===== src/ssw_pkg.sv =====
// Package: constants and carrier types for the supply supervisor with watchdog
package ssw_pkg;

    // ==========================================================
    // Timing
    localparam longint unsigned CLK_HZ            = 64'd125000000;
    localparam longint unsigned HOLD_TIME_US      = 64'd1120000;   // Reset hold time, microseconds
    localparam longint unsigned WD_INIT_TIME_MS   = 64'd35000;     // Initial watchdog period
    localparam longint unsigned WD_NORM_TIME_MS   = 64'd1120;      // Normal watchdog period
    // Least times round up to whole cycles
    localparam longint unsigned HOLD_CYCLES       = (HOLD_TIME_US * CLK_HZ + 64'd999999) / 64'd1000000;
    localparam longint unsigned WD_INIT_CYCLES    = (WD_INIT_TIME_MS * CLK_HZ + 64'd999) / 64'd1000;
    localparam longint unsigned WD_NORM_CYCLES    = (WD_NORM_TIME_MS * CLK_HZ + 64'd999) / 64'd1000;
    localparam int              CNT_W             = 33;

    // ==========================================================
    // Reset state machine
    typedef enum logic [1:0] {
        SSW_RUN    = 2'b00,
        SSW_FAULT  = 2'b01,
        SSW_HOLD   = 2'b10
    } ssw_state_t;

    // ==========================================================
    // Comparator results, high means the level is good
    typedef struct packed {
        logic primary_supply_ok;
        logic secondary_supply_ok;
        logic aux_voltage_ok;
        logic manual_reset_n;
    } ssw_sense_t;

endpackage : ssw_pkg


===== src/ssw_supervisor.sv =====
// Supply supervisor: reset generation, hold timer, dual-mode watchdog, power-fail warning
`timescale 1ns/1ps
module ssw_supervisor
    import ssw_pkg::*;
#(
    parameter longint unsigned HOLD_CNT   = HOLD_CYCLES,
    parameter longint unsigned WD_INIT    = WD_INIT_CYCLES,
    parameter longint unsigned WD_NORM    = WD_NORM_CYCLES,
    parameter bit              HAS_MANUAL = 1'b1,
    parameter bit              HAS_WDOG   = 1'b1,
    parameter bit              HAS_AUX    = 1'b1,
    parameter bit              HAS_PFAIL  = 1'b1
) (
    // Clock and reset
    input  wire logic         core_clk,
    input  wire logic         rst_b,
    // Comparator and control inputs
    input  wire ssw_pkg::ssw_sense_t sense,
    input  wire logic         power_fail_sense,
    input  wire logic         watchdog_kick,
    // Reset and warning outputs
    output logic              sys_reset_out,
    output logic              sys_reset_out_a_n,
    output logic              sys_reset_out_b_n,
    output logic              power_fail_warn_n
);
    import ssw_pkg::*;

    // ==========================================================
    // Fault decode
    localparam logic [CNT_W-1:0] HOLD_LAST = CNT_W'(HOLD_CNT - 64'd1);
    localparam logic [CNT_W-1:0] INIT_LAST = CNT_W'(WD_INIT - 64'd1);
    localparam logic [CNT_W-1:0] NORM_LAST = CNT_W'(WD_NORM - 64'd1);

    ssw_state_t        state_q, state_d;
    logic [CNT_W-1:0]  hold_cnt_q, hold_cnt_d;
    logic [CNT_W-1:0]  wd_cnt_q, wd_cnt_d;
    logic              wd_normal_q, wd_normal_d;
    logic              kick_q;
    logic              rst_q;
    logic              warn_q;

    wire               rail_fault;
    wire               aux_fault;
    wire               manual_fault;
    wire               level_fault;
    wire               kick_edge;
    wire               wd_last;
    wire               wd_expire;
    wire               hold_done;
    wire               rst_d;
    wire               rst_n_d;
    wire               warn_d;

    assign rail_fault   = ~sense.primary_supply_ok | ~sense.secondary_supply_ok;
    assign aux_fault    = HAS_AUX & ~sense.aux_voltage_ok;
    assign manual_fault = HAS_MANUAL & ~sense.manual_reset_n;
    // Any level fault keeps the machine in FAULT; leaving it always starts a fresh hold
    assign level_fault  = rail_fault | aux_fault | manual_fault;
    // Both edges count, so a processor that only sets and clears its pin still kicks
    assign kick_edge    = watchdog_kick ^ kick_q;
    assign wd_last      = wd_normal_q ? (wd_cnt_q == NORM_LAST) : (wd_cnt_q == INIT_LAST);
    assign wd_expire    = HAS_WDOG & (state_q == SSW_RUN) & wd_last & ~kick_edge;
    assign hold_done    = hold_cnt_q == HOLD_LAST;
    // Next reset output values come from state_d, so reset outputs move on the same edge as the state
    assign rst_d        = (state_d != SSW_RUN);
    assign rst_n_d      = (state_d == SSW_RUN);
    assign warn_d       = ~HAS_PFAIL | power_fail_sense;

    // ==========================================================
    // Reset state machine
    always_comb begin
        state_d    = state_q;
        hold_cnt_d = hold_cnt_q;
        case (state_q)
            SSW_RUN: begin
                if (level_fault) begin
                    state_d = SSW_FAULT;
                end else if (wd_expire) begin
                    state_d    = SSW_HOLD;
                    hold_cnt_d = '0;
                end
            end
            SSW_FAULT: begin
                hold_cnt_d = '0;
                if (!level_fault) begin
                    state_d = SSW_HOLD;
                end
            end
            SSW_HOLD: begin
                if (level_fault) begin
                    state_d = SSW_FAULT;
                end else if (hold_done) begin
                    state_d = SSW_RUN;
                end else begin
                    hold_cnt_d = hold_cnt_q + CNT_W'(1);
                end
            end
            default: begin
                state_d = SSW_FAULT;
            end
        endcase
    end

    // ==========================================================
    // Watchdog: runs only while reset is released
    always_comb begin
        wd_cnt_d    = wd_cnt_q + CNT_W'(1);
        wd_normal_d = wd_normal_q;
        if (state_q != SSW_RUN) begin
            wd_cnt_d    = '0;
            wd_normal_d = 1'b0;
        end else if (kick_edge) begin
            wd_cnt_d    = '0;
            wd_normal_d = 1'b1;
        end else if (wd_last) begin
            wd_cnt_d = '0;
        end
    end

    // ==========================================================
    // Registers; power-up counts as a reset event, so reset starts asserted
    always_ff @(posedge core_clk or negedge rst_b) begin
        if (!rst_b) begin
            state_q <= SSW_FAULT;
        end else begin
            state_q <= state_d;
        end
    end

    always_ff @(posedge core_clk or negedge rst_b) begin
        if (!rst_b) begin
            hold_cnt_q <= '0;
        end else begin
            hold_cnt_q <= hold_cnt_d;
        end
    end

    always_ff @(posedge core_clk or negedge rst_b) begin
        if (!rst_b) begin
            wd_cnt_q <= '0;
        end else begin
            wd_cnt_q <= wd_cnt_d;
        end
    end

    always_ff @(posedge core_clk or negedge rst_b) begin
        if (!rst_b) begin
            wd_normal_q <= 1'b0;
        end else begin
            wd_normal_q <= wd_normal_d;
        end
    end

    // Kick level is tracked through reset so a stale level never looks like an edge
    always_ff @(posedge core_clk or negedge rst_b) begin
        if (!rst_b) begin
            kick_q <= 1'b0;
        end else begin
            kick_q <= watchdog_kick;
        end
    end

    always_ff @(posedge core_clk or negedge rst_b) begin
        if (!rst_b) begin
            rst_q <= 1'b1;
        end else begin
            rst_q <= rst_d;
        end
    end

    // Complement flop keeps the active-low output registered instead of an inverter
    logic rst_n_q;
    always_ff @(posedge core_clk or negedge rst_b) begin
        if (!rst_b) begin
            rst_n_q <= 1'b0;
        end else begin
            rst_n_q <= rst_n_d;
        end
    end

    // No hold on the warning: it only lags the comparator by one cycle
    always_ff @(posedge core_clk or negedge rst_b) begin
        if (!rst_b) begin
            warn_q <= 1'b1;
        end else begin
            warn_q <= warn_d;
        end
    end

    // ==========================================================
    // Outputs; both active-low copies share one flop so they can never disagree
    logic [1:0] rst_low_n;
    for (genvar g = 0; g < 2; g++) begin : g_rst_low
        assign rst_low_n[g] = rst_n_q;
    end

    assign sys_reset_out     = rst_q;
    assign sys_reset_out_a_n = rst_low_n[0];
    assign sys_reset_out_b_n = rst_low_n[1];
    assign power_fail_warn_n = warn_q;
    // hold length and feature presence are the module parameters above

endmodule : ssw_supervisor


===== config.mk =====
export PLATFORM = sky130hd
export DESIGN_NAME = ssw_supervisor
export DESIGN_NICKNAME = d
export VERILOG_FILES = /design/src/ssw_pkg.sv /design/src/ssw_supervisor.sv
export SDC_FILE = /design/constraint.sdc
export NUM_CORES = 1
export LEC_CHECK = 0
export ABC_AREA = 1
export BUFFER_PORTS_ARGS = -buffer_cell sky130_fd_sc_hd__buf_2
export CAP_MARGIN = 20
export CORE_MARGIN = 2
export CORE_UTILIZATION = 57
export CTS_CLUSTER_SIZE = 8
export DETAILED_ROUTE_END_ITERATION = 7
export PLACE_DENSITY = 0.77
export SLEW_MARGIN = 10
export SYNTH_ARGS = -nofsm -noshare
export SYNTH_HDL_FRONTEND = slang
export SYNTH_SLANG_ARGS = --single-unit

===== constraint.sdc =====
create_clock -name core_clk -period 1.6 [get_ports core_clk]
set_input_delay 0.08 -clock core_clk [delete_from_list [all_inputs] [get_ports core_clk]]
set_output_delay 0.08 -clock core_clk [all_outputs]
set_load 0.05 [all_outputs]

==> flow_metrics.env <==
export IMPL_r2r_end="wd_cnt_q[4]$_DFF_PN0_"
export IMPL_post_route_period_util_pct=111.6
export IMPL_grt_max_degree=36
export IMPL_final_common_cell="nand2_1"
export IMPL_crit_type="reg -> reg"
export IMPL_cap_violations=0
export IMPL_max_slew_margin_rel_pct=70.66
export IMPL_ys_types=32
export IMPL_cts_tree="built"
export IMPL_cp_cell_sequence="ha_4 > nand3_4 > nor2_4 > nand2_2 > inv_2 > buf_4 > nand2_2 > nor2_2 > nand2_2 > buf_6 > o211ai_1 > nor2_1"
export IMPL_antenna_left=0
export IMPL_io_pin_count=12
export IMPL_netlist_area_leader_share_pct=34.73
export IMPL_peakVddDrop_v=0.0004348
export IMPL_status="finished with violations"
export IMPL_critPathLaunchType="flop"
export IMPL_ctsLongestPathBuffers=2
export IMPL_layout_common_cells="nand2_1, nor2_1, buf_4"
export IMPL_avgSynthCellArea_um2=6.281
export IMPL_grtUsageTotal_pct=34.90
export IMPL_cp_max_fo=4
export IMPL_synth_warnings=0
export IMPL_portBuffers=11
export IMPL_first_pass_iters=6
export IMPL_syn_nets=813
export IMPL_die_h_um=98.07
export IMPL_final_area_mm2=0.006973
export IMPL_worstSetupEndpointType="flop"
export IMPL_vias=6046
export IMPL_path_common_cell="nand2_2"
export IMPL_place_hpwl_mm=12.46
export IMPL_fmax_ghz=0.5598
export IMPL_cp_arrival_ns=2.03
export IMPL_hold_viol=0
export IMPL_diodes=0
export IMPL_place_area_mm2=0.006196
export IMPL_drive_above_1_share_pct=27.89
export IMPL_root_buffer="clkbuf_8"
export IMPL_grt_overflow=0
export IMPL_finalPower_mw=3.509
export IMPL_cellLeakagePower_nw=3.199
export IMPL_wl_per_cell_um=16.61
export IMPL_synth_seq_cells=73
export IMPL_netlist_instances=803
export IMPL_grt_pass1_wl_mm=26.78
export IMPL_cpPeakStageDelay_ns=0.40
export IMPL_rsz0062_at_grt="yes"
export IMPL_final_fill_count=612
export IMPL_synth_area_leaders="dfrtp_1, nand2_1, nor2_1"
export IMPL_period_needed_ns=1.786
export IMPL_drc=0
export IMPL_place_inst=1034
export IMPL_setup_viol=64
export IMPL_final_setup_worst_slack_ns=-0.1862
export IMPL_final_cells=1069
export IMPL_min_delay_start="sense[2]"
export IMPL_globalplace_congestion=1.010
export IMPL_crit_required_ns=1.84
export IMPL_powerDensity_mw_per_mm2=503.2
export IMPL_die_area_mm2=0.009617
export IMPL_reg2regPathDepth=12
export IMPL_vias_per_cell=5.656
export IMPL_syn_area_mm2=0.005044
export IMPL_crit_path_top_delay_cell="dfrtp_1"
export IMPL_finalWirelength_mm=17.75
export IMPL_violations="negative setup slack"
export IMPL_numClockSinks=73
export IMPL_r2r_start="wd_cnt_q[0]$_DFF_PN0_"
export IMPL_core_area_mm2=0.008636
export IMPL_area_delta_synth_final_pct=38.25
export IMPL_timing_reg2reg_setup_slack_ns=-0.19
export IMPL_htree_levels=3
export IMPL_antenna_found_initial=0
export IMPL_drt_iter0_drc=643
export IMPL_finalNetCount=966
export IMPL_hold_class="in -> reg"
export IMPL_numCtsBuffers=9
export IMPL_synth_top_area_cell="dfrtp_1"
export IMPL_yosysSeqAreaShare_pct=36.29
export IMPL_clock_latency_ns=0.36
export IMPL_tightest_slew_ns=0.4385
export IMPL_first_global_vias=5444
export IMPL_cts_clk_slew_worst_paths_ns=0.08
export IMPL_crit_buf_inv=3
export IMPL_holdWs_ns=0.05318
export IMPL_critPathTopFamily="simple AND/OR/NAND/NOR gates"
export IMPL_die_w_um=98.07
export IMPL_fin_skew_ns=0.01188
export IMPL_min_to="sys_reset_out$_DFF_PN1_"
export IMPL_min_path_cells=4
export IMPL_final_util_pct=80.74
export IMPL_start_util_pct=58.40
export IMPL_drv_slew=0
export IMPL_num_rows=34
[per-layer routing]
metal | vias to the layer above | part of all wire [%] | global-route usage (%)
li1 | 2825 | - | -
met1 | 2756 | 42 | 52.66
met2 | 409 | 43 | 53.11
met3 | 56 | 12 | 5.655
met4 | 0 | 2.4 | 7.799
met5 | - | 0 | 0
[kinds of logic (layout without fill, tap and decap cells)]
kind of cell,count (synthesis),count (layout),synth area share (%)
compound gates,33,33,3.498
xor+xnor,18,18,3.126
fa+ha+maj,2,2,0.4961
buf+inv,106,264,8.856
flops,73,73,36.29
simple gates,571,571,47.73
[cell usage after synthesis]
cell type	n
nand2_1	256
nor2_1	173
inv_1	88
nand3_1	75
dfrtp_1	70
nor3_1	27
o21ai_0	17
xor2_1	16
nand4_1	15
a21oi_1	12
nor4_1	6
buf_2	5
buf_4	5
nand2_2	4
buf_6	3
dfstp_2	3
nor2_4	3
and2_1	2
clkbuf_1	2
ha_1	2
inv_2	2
nand2_4	2
nand3_2	2
nand3b_1	2
nor2_2	2
o211ai_1	2
xnor2_1	2
a41oi_1	1
clkbuf_2	1
nor3b_1	1
o21a_1	1
or2_2	1
[worst max-delay path by stage]
| stage | end | startpoint | cells after the start |
|---|---|---|---|
| after floorplan | hold_cnt_q[23]$_DFFE_PN0P_ | wd_cnt_q[0]$_DFF_PN0_ | 13 |
| after global placement | hold_cnt_q[11]$_DFFE_PN0P_ | hold_cnt_q[0]$_DFFE_PN0P_ | 12 |
| after detailed placement | hold_cnt_q[9]$_DFFE_PN0P_ | hold_cnt_q[0]$_DFFE_PN0P_ | 12 |
| after CTS | hold_cnt_q[10]$_DFFE_PN0P_ | wd_cnt_q[0]$_DFF_PN0_ | 13 |
| after global routing | hold_cnt_q[15]$_DFFE_PN0P_ | wd_cnt_q[0]$_DFF_PN0_ | 13 |
| final | wd_cnt_q[4]$_DFF_PN0_ | wd_cnt_q[0]$_DFF_PN0_ | 12 |
[worst min-delay path, stage by stage]
cell and delay [ns]:
buf_2 0.09, nand4_1 0.07, nor2_1 0.06, nand2_1 0.07
[sequential cells by signal (all words and copies together) (netlist names)]
name,cells
state_q,2
hold_cnt_q,33
sys_reset_out,1
sys_reset_out_a_n,1
wd_cnt_q,33
power_fail_warn_n,1
kick_q,1
wd_normal_q,1
[power by group]
part           total [mW]  leakage, nW  internal, mW  switching, mW
Sequential           1.85         1.00          1.85        0.00454
Combinational       0.239         2.10        0.0959          0.143
Clock                1.42       0.0928         0.650          0.765
Total                3.51         3.20          2.60          0.913
[stage by stage]
stage | setup TNS (ns) | worst slack (ns)
finish | -9.116 | -0.1862
detailed placement | -8.832 | -0.2326
global placement | -7.652 | -0.1676
global route | -15.92 | -0.2976
CTS | -6.985 | -0.1571
floorplan | -2.764 | -0.07324
[repair_timing]
action	in CTS	in global routing
resized for setup	40	68
pin swaps	15	17
endpoints found under the setup margin	68	69
endpoints found under the hold margin	29	0
cloned	0	4
hold buffers	3	0
setup buffers	7	7
[final cells by class]
| type | instances | area [um2] | area share (%) |
|---|---|---|---|
| Tap cell | 108 | 135.1 | 1.938 |
| Inverter | 90 | 342.8 | 4.917 |
| Clock buffer | 12 | 155.1 | 2.225 |
| Clock inverter | 4 | 26.28 | 0.3768 |
| Multi-Input combinational cell | 624 | 3132 | 44.91 |
| Timing Repair Buffer | 158 | 1348 | 19.33 |
| Sequential cell | 73 | 1834 | 26.31 |
(Power assumes the default switching activity.)
